[src/core/epo_regs.svh]
`ifndef EPO_REGS_SVH
`define EPO_REGS_SVH

// System clock rate in hertz.
`define EPO_CLK_HZ          100000000
// Nominal pulse widths, in their own units.
`define EPO_LF_WIDTH_MS     550
`define EPO_CF_WIDTH_MS     180
`define EPO_CF_HF_WIDTH_US  18
// Calibration threshold divider, as a right shift of the low-frequency threshold.
`define EPO_CF_SHIFT_LO     4
`define EPO_CF_SHIFT_HI     6
`define EPO_CF_SHIFT_HF     10
// Pipeline latency of the current conditioner, in cycles.
`define EPO_COND_LATENCY    2

`endif

[src/core/epo_pkg.sv]
package epo_pkg;

  // Sample pair from the two converters, one strobe for both.
  typedef struct packed {
    logic               valid;
    logic signed [15:0] voltage;
    logic signed [15:0] current;
  } epo_sample_type;

  // Externally strapped selection pins.
  typedef struct packed {
    logic base_freq_select_hi;
    logic base_freq_select_lo;
    logic calibration_rate_select;
    logic cal_high_freq_mode;
  } epo_sel_type;

  // Which low-frequency output takes the next half-period event.
  typedef enum logic {
    EPO_NEXT_A = 1'b0,
    EPO_NEXT_B = 1'b1
  } epo_phase_type;

endpackage

[src/core/epo_current_conditioner.sv]
`timescale 1ns/1ns
`include "epo_regs.svh"

module epo_current_conditioner
  import epo_pkg::*;
#(
  parameter int W         = 16,
  parameter int HP_SHIFT  = 10,
  parameter int LAG_SHIFT = 12
) (
  input  wire logic                sys_clk,
  input  wire logic                rstn,
  input  wire logic                in_valid,
  input  wire logic signed [W-1:0] in_current,
  output logic                     out_valid,
  output logic signed [W-1:0]      out_current
);

  localparam int EW = W + HP_SHIFT + 2;

  logic signed [EW-1:0] x_prev_ff;
  logic signed [EW-1:0] hp_ff;
  logic signed [EW-1:0] lag_ff;
  logic                 hp_valid_ff;
  logic                 lag_valid_ff;
  logic signed [EW-1:0] x_ext;
  logic signed [EW-1:0] nxt_hp;
  logic signed [EW-1:0] nxt_lag;

  ////////////////////////////////////////////////////////////////////////////////
  // The input is scaled up so the slow pole keeps its fraction bits.
  assign x_ext   = EW'(in_current) <<< HP_SHIFT;
  // One-pole high-pass: the dc term cancels, so an offset never reaches the multiplier.
  assign nxt_hp  = x_ext - x_prev_ff + hp_ff - (hp_ff >>> HP_SHIFT);
  // A slight lag, mostly the new sample with a trace of the last, cancels the high-pass lead.
  // A heavy pole here would smear the current and spoil the power product.
  assign nxt_lag = hp_ff - ((hp_ff - lag_ff) >>> LAG_SHIFT);

  // Filter states update only on a new sample.
  always_ff @(posedge sys_clk) begin
    if (!rstn) begin
      x_prev_ff <= '0;
      hp_ff     <= '0;
      lag_ff    <= '0;
    end else begin
      if (in_valid) begin
        x_prev_ff <= x_ext;
        hp_ff     <= nxt_hp;
      end
      if (hp_valid_ff) begin
        lag_ff <= nxt_lag;
      end
    end
  end

  // Valid follows the data through both stages.
  always_ff @(posedge sys_clk) begin
    if (!rstn) begin
      hp_valid_ff  <= 1'b0;
      lag_valid_ff <= 1'b0;
    end else begin
      hp_valid_ff  <= in_valid;
      lag_valid_ff <= hp_valid_ff;
    end
  end

  assign out_valid   = lag_valid_ff;
  assign out_current = W'(lag_ff >>> HP_SHIFT);

endmodule

[src/core/epo_pulse_outputs.sv]
`timescale 1ns/1ns
`include "epo_regs.svh"
// Notes on behaviour
// - Low-frequency outputs pulse low for 550 ms when the period allows it.
// - Second low-frequency output falls half a period after the first.
// - Calibration output pulses high for 180 ms at normal rates.
// - High-frequency calibration mode makes every calibration pulse 18 us high unless a new calibration event restarts it first.
// - At fast rates both low-frequency widths shrink to fit the period, and so does the calibration width outside high-frequency mode.
// - Output periods follow the selected power-to-frequency thresholds.
// - Current channel is high-pass filtered so dc offset never enters power.
// - A lag stage in the current channel cancels the high-pass phase lead.
// - Two select inputs pick one of four base frequencies.
// - A calibration select input picks the calibration frequency scaling.

module epo_pulse_outputs
  import epo_pkg::*;
#(
  parameter int          CNT_W       = 32,
  parameter int          ACC_W       = 48,
  parameter int          LF_WIDTH    = `EPO_LF_WIDTH_MS * (`EPO_CLK_HZ / 1000),
  parameter int          CF_WIDTH    = `EPO_CF_WIDTH_MS * (`EPO_CLK_HZ / 1000),
  parameter logic [47:0] LF_THR0     = 48'h0000_4000_0000,
  parameter logic [47:0] LF_THR1     = 48'h0000_2000_0000,
  parameter logic [47:0] LF_THR2     = 48'h0000_1000_0000,
  parameter logic [47:0] LF_THR3     = 48'h0000_0800_0000
) (
  input  wire logic           sys_clk,
  input  wire logic           rstn,
  input  wire epo_sample_type sample,
  input  wire epo_sel_type    sel,
  output logic                low_freq_out_a,
  output logic                low_freq_out_b,
  output logic                calibration_out
);

  localparam int CF_HF_WIDTH =
    (`EPO_CF_HF_WIDTH_US * (`EPO_CLK_HZ / 1000) + 999) / 1000;

  logic signed [15:0]      cur_hp;
  logic                    cur_valid;
  logic signed [15:0]      volt_dly_ff [`EPO_COND_LATENCY];
  logic signed [31:0]      power_ff;
  logic                    power_valid_ff;
  logic signed [ACC_W-1:0] lf_acc_ff;
  logic signed [ACC_W-1:0] cf_acc_ff;
  logic [ACC_W-1:0]        lf_thr;
  logic [ACC_W-1:0]        cf_thr;
  logic                    lf_event;
  logic                    cf_event;
  epo_phase_type           next_ff;
  logic [CNT_W-1:0]        lf_gap_ff;
  logic [CNT_W-1:0]        cf_gap_ff;
  logic [CNT_W-1:0]        a_cnt_ff;
  logic [CNT_W-1:0]        b_cnt_ff;
  logic [CNT_W-1:0]        cf_cnt_ff;
  logic [CNT_W-1:0]        lf_load;
  logic [CNT_W-1:0]        cf_load;
  logic                    low_freq_out_a_ff;
  logic                    low_freq_out_b_ff;
  logic                    calibration_out_ff;

  // Nominal width, or what the measured spacing leaves room for, never below one cycle.
  function automatic logic [CNT_W-1:0] fit_width(input logic [CNT_W-1:0] nominal,
                                                 input logic [CNT_W-1:0] room);
    logic [CNT_W-1:0] w;
    w = (room < nominal) ? room : nominal;
    return (w == '0) ? CNT_W'(1) : w;
  endfunction

  ////////////////////////////////////////////////////////////////////////////////
  // Current conditioning: offset removal and phase match.
  epo_current_conditioner #(
    .W         (16)
  ) u_cond (
    .sys_clk     (sys_clk),
    .rstn        (rstn),
    .in_valid    (sample.valid),
    .in_current  (sample.current),
    .out_valid   (cur_valid),
    .out_current (cur_hp)
  );

  // The voltage is delayed to line up with the conditioned current.
  always_ff @(posedge sys_clk) begin
    if (!rstn) begin
      for (int k = 0; k < `EPO_COND_LATENCY; k++) begin
        volt_dly_ff[k] <= '0;
      end
    end else begin
      volt_dly_ff[0] <= sample.voltage;
      for (int k = 1; k < `EPO_COND_LATENCY; k++) begin
        volt_dly_ff[k] <= volt_dly_ff[k-1];
      end
    end
  end

  // Instantaneous power, registered so the multiplier has a full cycle.
  always_ff @(posedge sys_clk) begin
    if (!rstn) begin
      power_ff       <= '0;
      power_valid_ff <= 1'b0;
    end else begin
      power_ff       <= cur_hp * volt_dly_ff[`EPO_COND_LATENCY-1];
      power_valid_ff <= cur_valid;
    end
  end

  ////////////////////////////////////////////////////////////////////////////////
  // Thresholds: the low-frequency one fires twice per output period, once per output.
  always_comb begin
    unique case ({sel.base_freq_select_hi, sel.base_freq_select_lo})
      2'b00: lf_thr = ACC_W'(LF_THR0);
      2'b01: lf_thr = ACC_W'(LF_THR1);
      2'b10: lf_thr = ACC_W'(LF_THR2);
      2'b11: lf_thr = ACC_W'(LF_THR3);
    endcase
    if (sel.cal_high_freq_mode) begin
      cf_thr = lf_thr >> `EPO_CF_SHIFT_HF;
    end else if (sel.calibration_rate_select) begin
      cf_thr = lf_thr >> `EPO_CF_SHIFT_HI;
    end else begin
      cf_thr = lf_thr >> `EPO_CF_SHIFT_LO;
    end
  end

  assign lf_event = (lf_acc_ff >= $signed({1'b0, lf_thr[ACC_W-1:1]}));
  assign cf_event = (cf_acc_ff >= $signed(cf_thr));

  // Energy integrators; each firing subtracts one quantum so no energy is lost.
  always_ff @(posedge sys_clk) begin
    if (!rstn) begin
      lf_acc_ff <= '0;
      cf_acc_ff <= '0;
    end else begin
      lf_acc_ff <= lf_acc_ff
                   + (power_valid_ff ? ACC_W'(power_ff) : '0)
                   - (lf_event ? $signed({1'b0, lf_thr[ACC_W-1:1]}) : '0);
      cf_acc_ff <= cf_acc_ff
                   + (power_valid_ff ? ACC_W'(power_ff) : '0)
                   - (cf_event ? $signed(cf_thr) : '0);
    end
  end

  ////////////////////////////////////////////////////////////////////////////////
  // Spacing since the last event, saturating so a slow rate reads as plenty of room.
  always_ff @(posedge sys_clk) begin
    if (!rstn) begin
      lf_gap_ff <= '1;
      cf_gap_ff <= '1;
    end else begin
      lf_gap_ff <= lf_event ? CNT_W'(1) : ((lf_gap_ff == '1) ? lf_gap_ff : lf_gap_ff + 1'b1);
      cf_gap_ff <= cf_event ? CNT_W'(1) : ((cf_gap_ff == '1) ? cf_gap_ff : cf_gap_ff + 1'b1);
    end
  end

  // The half-period gap bounds each output's width so it recovers no later than the cycle its partner falls.
  assign lf_load = fit_width(CNT_W'(LF_WIDTH), lf_gap_ff);
  // In high-frequency mode the width is fixed; otherwise it fits half the period.
  assign cf_load = sel.cal_high_freq_mode ? CNT_W'(CF_HF_WIDTH)
                 : fit_width(CNT_W'(CF_WIDTH), cf_gap_ff >> 1);

  // Half-period events alternate between the two outputs.
  always_ff @(posedge sys_clk) begin
    if (!rstn) begin
      next_ff <= EPO_NEXT_A;
    end else if (lf_event) begin
      next_ff <= (next_ff == EPO_NEXT_A) ? EPO_NEXT_B : EPO_NEXT_A;
    end
  end

  // Width counters: a new event restarts the pulse it belongs to.
  always_ff @(posedge sys_clk) begin
    if (!rstn) begin
      a_cnt_ff  <= '0;
      b_cnt_ff  <= '0;
      cf_cnt_ff <= '0;
    end else begin
      if (lf_event && next_ff == EPO_NEXT_A) begin
        a_cnt_ff <= lf_load;
      end else if (lf_event) begin
        // The partner's fall ends this pulse, so the next own event always shows a fall.
        a_cnt_ff <= '0;
      end else if (a_cnt_ff != '0) begin
        a_cnt_ff <= a_cnt_ff - 1'b1;
      end
      if (lf_event && next_ff == EPO_NEXT_B) begin
        b_cnt_ff <= lf_load;
      end else if (lf_event) begin
        b_cnt_ff <= '0;
      end else if (b_cnt_ff != '0) begin
        b_cnt_ff <= b_cnt_ff - 1'b1;
      end
      if (cf_event) begin
        cf_cnt_ff <= cf_load;
      end else if (cf_cnt_ff != '0) begin
        cf_cnt_ff <= cf_cnt_ff - 1'b1;
      end
    end
  end

  // Pins are registered; a pulse is active while its counter is loaded.
  always_ff @(posedge sys_clk) begin
    if (!rstn) begin
      low_freq_out_a_ff  <= 1'b1;
      low_freq_out_b_ff  <= 1'b1;
      calibration_out_ff <= 1'b0;
    end else begin
      low_freq_out_a_ff  <= (a_cnt_ff == '0);
      low_freq_out_b_ff  <= (b_cnt_ff == '0);
      calibration_out_ff <= (cf_cnt_ff != '0);
    end
  end

  assign low_freq_out_a  = low_freq_out_a_ff;
  assign low_freq_out_b  = low_freq_out_b_ff;
  assign calibration_out = calibration_out_ff;

endmodule

[config.mk]
export PLATFORM = sky130hd
export DESIGN_NAME = epo_pulse_outputs
export DESIGN_NICKNAME = d
export VERILOG_FILES = /design/src/core/epo_pkg.sv /design/src/core/epo_current_conditioner.sv /design/src/core/epo_pulse_outputs.sv
export VERILOG_INCLUDE_DIRS = /design/src /design/src/core
export SDC_FILE = /design/constraint.sdc
export NUM_CORES = 2
export LEC_CHECK = 0
export BUFFER_PORTS_ARGS = -buffer_cell sky130_fd_sc_hd__buf_2
export CAP_MARGIN = 20
export CORE_MARGIN = 4
export CORE_UTILIZATION = 60
export DETAILED_ROUTE_END_ITERATION = 10
export PLACE_DENSITY_LB_ADDON = 0.1
export SYNTH_ARGS = -nofsm -noshare
export SYNTH_HDL_FRONTEND = slang
export SYNTH_SLANG_ARGS = --single-unit
[constraint.sdc]
create_clock -name sys_clk -period 10.5 [get_ports sys_clk]
set_input_delay 1.05 -clock sys_clk [delete_from_list [all_inputs] [get_ports sys_clk]]
set_output_delay 1.05 -clock sys_clk [all_outputs]
set_load 0.05 [all_outputs]
# ---- Yosys cells after proc, flatten, opt, wreduce, memory -nomap -nowiden
# Memory sizes are Yosys's and may differ from the RTL's.
# Cells that the tools add are included.
dict set report totals {
  register_bits 367
  ram_bits 32
  in_bits 39
  out_inout_bits 3
  memories 1
}
dict set report classes {
  addsub 14
  mul 1
  n_lt_le_gt_ge 4
  eq_ne 7
  mux 28
  bitwise_logic 4
  n_reduce_logical 15
}
# memory depth width read_ports rd_clocked_by_memory_dff wr line
set mem_list {}
lappend mem_list {volt_dly_ff 2 16 2 0 2 epo_pulse_outputs.sv:41} ;# logic signed [15:0] volt_dly_ff [`EPO_COND_LATENCY];
# op n
set ops {}
lappend ops {{32-bit two-way mux} 14}
lappend ops {{48-bit case mux with 4 select lines} 1}
lappend ops {{32-bit zero test} 4}
lappend ops {{48-bit adder} 2}
lappend ops {{48-bit >= comparator} 2}
lappend ops {{48-bit two-way mux} 2}
lappend ops {{32-bit nonzero test} 3}
lappend ops {{32-bit by 1-bit subtractor with 32-bit output (second input constant)} 3}
lappend ops {{31-bit two-way mux} 3}
lappend ops {{44-bit two-way mux} 2}
lappend ops {{32-bit by 1-bit adder with 32-bit output (second input constant)} 2}
lappend ops {{32-bit == test (second input constant)} 2}
lappend ops {{48-bit by 47-bit subtractor with 48-bit output} 1}
lappend ops {{48-bit subtractor} 1}
lappend ops {{47-bit two-way mux} 1}
lappend ops {{32-bit by 26-bit < comparator with 1-bit output (second input constant)} 1}
lappend ops {{16-bit by 16-bit multiplier with 32-bit output} 1}
lappend ops {{16-bit two-way mux} 2}
lappend ops {{31-bit by 25-bit < comparator with 1-bit output (second input constant)} 1}
lappend ops {{27-bit by 28-bit adder with 28-bit output} 1}
lappend ops {{28-bit by 16-bit subtractor with 28-bit output} 1}
lappend ops {{28-bit by 18-bit subtractor with 28-bit output} 1}
lappend ops {{28-bit subtractor} 1}
lappend ops {{26-bit by 26-bit subtractor with 27-bit output} 1}
lappend ops {{11 further kinds} 20}

# ---- Longest topological paths before layout
dict set report depth {
  ltp_word 7
  mapped_depth 25
  ltp_nobuf 24
}

# ---- Cells and area by module
# A second synthesis with hierarchy kept.
dict set report unflattened {
  hier_cells 4542
  area_unflattened_um2 37508.5
}
# module instances cells_each area_per_inst_um2
set modules_own_cells {}
lappend modules_own_cells {epo_pulse_outputs 1 3709 30419.2}
lappend modules_own_cells {epo_current_conditioner 1 833 7089.3}

# ---- Worst setup path after synthesis
# OpenSTA, ideal clock, no wires.
dict set report synth_path {
  path_type {reg2reg}
  from {register u_cond.lag_ff[17]}
  to {register power_ff[28]}
  setup_time_ns 0.121
  t_arrival_ns 6.229
  required_ns 10.379
  path_slack_ns 4.150
  path_stages_with_launch 26
  n_path_buf 3
  synth_period_minus_slack_ns 6.350
  path_cell_list {dfxtp_1 -> clkbuf_1 -> clkbuf_1 -> nand2_1 -> fa_1 -> inv_1 -> fa_1 -> inv_1 -> fa_1 -> inv_1 -> fa_1 -> inv_1 -> fa_1 -> inv_1 -> fa_1 -> ha_1 -> clkbuf_1 -> and3_1 -> a221o_1 -> o211ai_1 -> o31ai_1 -> o41a_1 -> a31o_2 -> a21oi_1 -> a21oi_1 -> mux2i_1}
}
dict set report synth_between {
  elab_chain_cells 1
}
# element line
set synth_lines {}
lappend synth_lines {{start, declared} epo_current_conditioner.sv:23} ;# logic signed [EW-1:0] lag_ff;
lappend synth_lines {{start signal, assigned} epo_current_conditioner.sv:51} ;# lag_ff <= nxt_lag;
lappend synth_lines {{16-bit by 16-bit multiplier with 32-bit output} epo_pulse_outputs.sv:103} ;# power_ff <= cur_hp * volt_dly_ff[`EPO_COND_LATENCY-1];
lappend synth_lines {{end signal, assigned} epo_pulse_outputs.sv:103}
lappend synth_lines {{end, declared} epo_pulse_outputs.sv:42} ;# logic signed [31:0] power_ff;
# No other way between the ends.
# A chain may end at the register's enable or synchronous reset.

# ---- Worst setup path in the final report
dict set report layout_path {
  from {register u_cond.lag_ff[23]}
  to {register power_ff[28]}
}
# The elaborated chain is that of the path after synthesis.

==> impl.org <==
** Hold path
- The path class of the tightest hold or removal check is flop to flop.

** Logic synthesis
- After synthesis the cells add up to 37,600 sq um.
- The cell count after synthesis came out at 4,554.
- Sequential fraction of the synthesis area :: 21.3%
- Counting flops with an async set or reset pin after synthesis yields a share of 0%.
- The share of synthesized area in the top cell type comes to 21.3%.
- Count of synthesis-stage warnings from yosys :: 0
- The biggest area contributor in the post-synthesis netlist is sky130_fd_sc_hd__dfxtp_1.
- Syn nets :: 5,273
- Ranked by instance count, the synthesized netlist is headed by sky130_fd_sc_hd__inv_1 (722), sky130_fd_sc_hd__nor2_1 (416), sky130_fd_sc_hd__dfxtp_1 (399), sky130_fd_sc_hd__nand2_1 (369), sky130_fd_sc_hd__ha_1 (367).
- Number of distinct library cells after synthesis :: 92
- Count of flip-flops with a built-in enable after synthesis :: 0
- Post-synthesis sequential element count :: 399
- Sorting the synthesized cells by area gives the leading types as sky130_fd_sc_hd__dfxtp_1 (21%), sky130_fd_sc_hd__fa_1 (17%), sky130_fd_sc_hd__ha_1 (12%).
- By instance count, the leading cell after synthesis is sky130_fd_sc_hd__inv_1.
- Average footprint of a synthesized cell :: 8.25 sq um
- Most used flip-flop cell after synthesis :: sky130_fd_sc_hd__dfxtp_1

** Clock network
- The cell sitting at the root of the clock tree is a sky130_fd_sc_hd__clkbuf_16.
- After clock tree synthesis, the clock-pin slew on the worst setup and hold paths is 0.06 ns.
- CTS tree :: yes
- Num CTS Buffers :: 48
- CTS-repair resized insts :: 0
- Hold repair after CTS inserted 0 buffers.
- The clock drives 399 sinks.
- The later pin in the worst-skew pair is clocked with a latency of 0.62 ns.
- The clock passes through at most 3 buffers.
- Number of buffers inserted to repair setup after CTS :: 0
- In this run the number of H-tree levels came out at 2.

** Timing
- Setup violations remaining at the end of the flow were counted as 0.
- Minimum clock period :: 6.67 ns
- Highest attainable clock frequency :: 0.150 GHz
- Final Cycle Share :: 63.5%
- The hold violation total from the final report was 0.
- Final-report max-slew violation count :: 0
- Worst-case headroom to the max-slew limit :: 35.1%
- Worst slack on hold paths :: 0.432 ns
- Setup tns final :: 0 ns
- Setup repair after global routing left no endpoint under its margin.
- The clock arrives with 0.0353 ns of skew.
- For the pin with the worst max-slew slack, the measured transition is 0.972 ns.

** Power and ir drop
- P_leak :: 18.9 nW
- The design draws 12.7 mW.
- Largest voltage drop on the vdd net :: 0.000384 V
- Pwr Density :: 318 nW/um^2

** Setup path
- Delay of the slowest cell on the worst path :: 0.75 ns
- STA classifies the critical path endpoint as a flop.
- The largest individual stage delay along the critical path comes from the cell sky130_fd_sc_hd__dfxtp_1.
- Number of buffer and inverter stages on the critical path :: 5
- Along the worst path, the maximum fanout reaches 17.
- At the worst endpoint, the required time is 10.98 ns.
- Crit Path Category :: flop to flop
- Critical path startpoint category :: flop
- Signal arrival time at the worst endpoint :: 7.16 ns
- Grouping stages by cell kind, the critical path spends the most delay in adder cells.
- Cells along the critical path :: nand2_1 -> fa_1 -> inv_1 -> fa_1 -> inv_1 -> fa_1 -> inv_1 -> fa_1 -> inv_1 -> fa_1 -> inv_1 -> fa_1 -> ha_1 -> and3_1 -> a221o_1 -> o211ai_1 -> o31ai_1 -> o41a_1 -> a31o_2 -> a21oi_1 -> a21oi_1 -> mux2i_1
- Counting stages on the worst path, the most repeated cell is sky130_fd_sc_hd__fa_1.

** Cells and area
- NumNets Final :: 5,228
- The repair_antennas step left the layout with diodes totalling 0.
- Fill cell total of the finished layout :: 5,382
- The finished cells cover 40,100 sq um.
- Storage cell area :: 7990 sq um
- Once layout is complete, the utilization of the core stands at 64.8%.
- Proportion of layout cells with a drive suffix above 1 :: 4.27%
- Area growth from synthesis to final layout :: 6.65%
- Combined area of the multi-input logic cells :: 26,300 sq um

** Routing
- Across all layers, the routed design uses 29,900 vias.
- The detail route stage leaves a number of antenna-violating nets equal to 0.
- Using the TritonRoute via totals, the vias-per-cell ratio works out to 5.56.
- The pre-antenna-repair detailed-routing pass consisted of 5 iterations.
- Summed over all layers, the routed wires come to 90.2 mm.
- Dividing the detail-routed wire length by the instance count gives 16.8 um.
- Residual DRC :: 0
- After the first detailed-routing iteration, the DRC count stood at 1,878.

** Status
- The flow ran to the end, and the final reports show no timing, DRC or antenna violations.

** Floorplanning
- Area of the core region :: 61,800 sq um
- Once the floorplan was initialized, standard cells occupied 60.8% of the core.
- From bottom edge to top edge, the die measures 258 um.
- Number of I/O pins :: 42
- Rows :: 91
- The die covers 66,700 sq um.
- Die width :: 258 um

** GRT
- The initial antenna violation count came to 0.
- For this run the aggregate overflow at the end of global routing stands at 0.
- The first global-routing pass estimated 149 mm of wire.
- For this run, the total global-route usage over all layers was measured as 27.0%.
- The via count of the first global-routing pass was 29,600.
- Pin count of the biggest net entering global routing :: 72

** Place
- DP Area :: 38,400 sq um
- Once detailed placement completed, the half-perimeter wirelength came to 69.7 mm.
- Port buffering added 41 buffers.
- Weighted congestion reported at the end of routability-driven placement :: 0.902

** Run
- Reported max-cap violation count :: 0
==> cell families (layout without fill, tap and decap cells) <==
family,after synthesis,after routing,share of synthesized area [%]
buffers and inverters,877,865,8.83
adder cells (fa/ha/maj),680,680,28.9
AND/OR/NAND/NOR,1461,1461,19.1
XOR/XNOR,282,282,6.58
multiplexers,68,68,1.82
flip-flops,399,399,21.3
AO/OA/AOI/OAI,787,787,13.5
==> layout by cell type, fill, tap and decap left out, types with 32 or more instances in the layout <==
cell type                     n
sky130_fd_sc_hd__clkbuf_16   48
sky130_fd_sc_hd__nor2b_1     33
sky130_fd_sc_hd__dfxtp_1    399
sky130_fd_sc_hd__xnor2_1    151
sky130_fd_sc_hd__o21ai_0    174
sky130_fd_sc_hd__inv_1      721
sky130_fd_sc_hd__nand4_1     47
sky130_fd_sc_hd__nand2b_1    46
sky130_fd_sc_hd__and3_1      40
sky130_fd_sc_hd__ha_1       367
sky130_fd_sc_hd__mux2i_1     67
sky130_fd_sc_hd__nor2_1     416
sky130_fd_sc_hd__nand2_1    369
sky130_fd_sc_hd__a21oi_1    213
sky130_fd_sc_hd__fa_1       313
sky130_fd_sc_hd__and2_1     160
sky130_fd_sc_hd__a21o_1     114
sky130_fd_sc_hd__o21a_1      32
sky130_fd_sc_hd__nor4_1      39
sky130_fd_sc_hd__nand3_1     98
sky130_fd_sc_hd__a211oi_1    32
sky130_fd_sc_hd__buf_2       40
sky130_fd_sc_hd__xor2_1     131
sky130_fd_sc_hd__nor3_1      87
==> path summary, 6_finish.rpt <==
path                                  startpoint                            end  slack [ns]  cells after the start
setup / recovery  u_cond.lag_ff[23]$_SDFFE_PN0P_        power_ff[28]$_SDFF_PN0_        3.83                     22
hold / removal      volt_dly_ff[0][8]$_SDFF_PN0_  volt_dly_ff[0][24]$_SDFF_PN0_        0.43                      1
setup reg to reg  u_cond.lag_ff[23]$_SDFFE_PN0P_        power_ff[28]$_SDFF_PN0_        3.83                     22
hold reg to reg     volt_dly_ff[0][8]$_SDFF_PN0_  volt_dly_ff[0][24]$_SDFF_PN0_        0.43                      1
==> final cells by class <==
| type | count | area share [%] |
|---|---|---|
| Clock inverter | 21 | 0.925 |
| Inverter | 722 | 6.78 |
| Multi-Input combinational cell | 3278 | 65.6 |
| Clock buffer | 62 | 3.25 |
| Tap cell | 837 | 2.61 |
| Sequential cell | 399 | 19.9 |
| Timing Repair Buffer | 60 | 0.884 |
==> flip-flops by register name, indices dropped and copies added, names as in the netlist <==
signal and flops:
low_freq_out_a 1, u_cond.x_prev_ff 16, power_valid_ff 1, lf_acc_ff 48, u_cond.out_valid 1, cf_acc_ff 48
u_cond.hp_ff 28, next_ff 1, a_cnt_ff 32, low_freq_out_b 1, volt_dly_ff 32, cf_cnt_ff 32
u_cond.hp_valid_ff 1, calibration_out 1, u_cond.lag_ff 28, power_ff 32, cf_gap_ff 32, lf_gap_ff 32
b_cnt_ff 32
==> per-stage QoR <==
step | cells | worst slack, ns
final | 5379 | 3.83
after global routing | 5379 | 3.47
after CTS | 5379 | 3.85
after detailed placement | 5296 | 3.86
after global placement | 5296 | 3.93
after floorplan | 4554 | 4.15
==> report_power, final <==
part | internal [mW] | switching [mW] | total [mW]
clock network | 1.06 | 0.712 | 1.77
registers | 1.94 | 0.460 | 2.40
logic | 3.67 | 4.89 | 8.56
total | 6.67 | 6.06 | 12.7
==> routing by layer <==
| layer | GRT usage, % | part of all wire, % | vias to the layer above |
|---|---|---|---|
| met5 | 0 | 0 | - |
| met4 | 8.26 | 3.1 | 0 |
| met3 | 4.28 | 5.5 | 159 |
| met2 | 43.9 | 45 | 686 |
| met1 | 37.2 | 46 | 14200 |
| li1 | - | - | 14900 |
No activity file was read; power rests on OpenSTA's default activity.
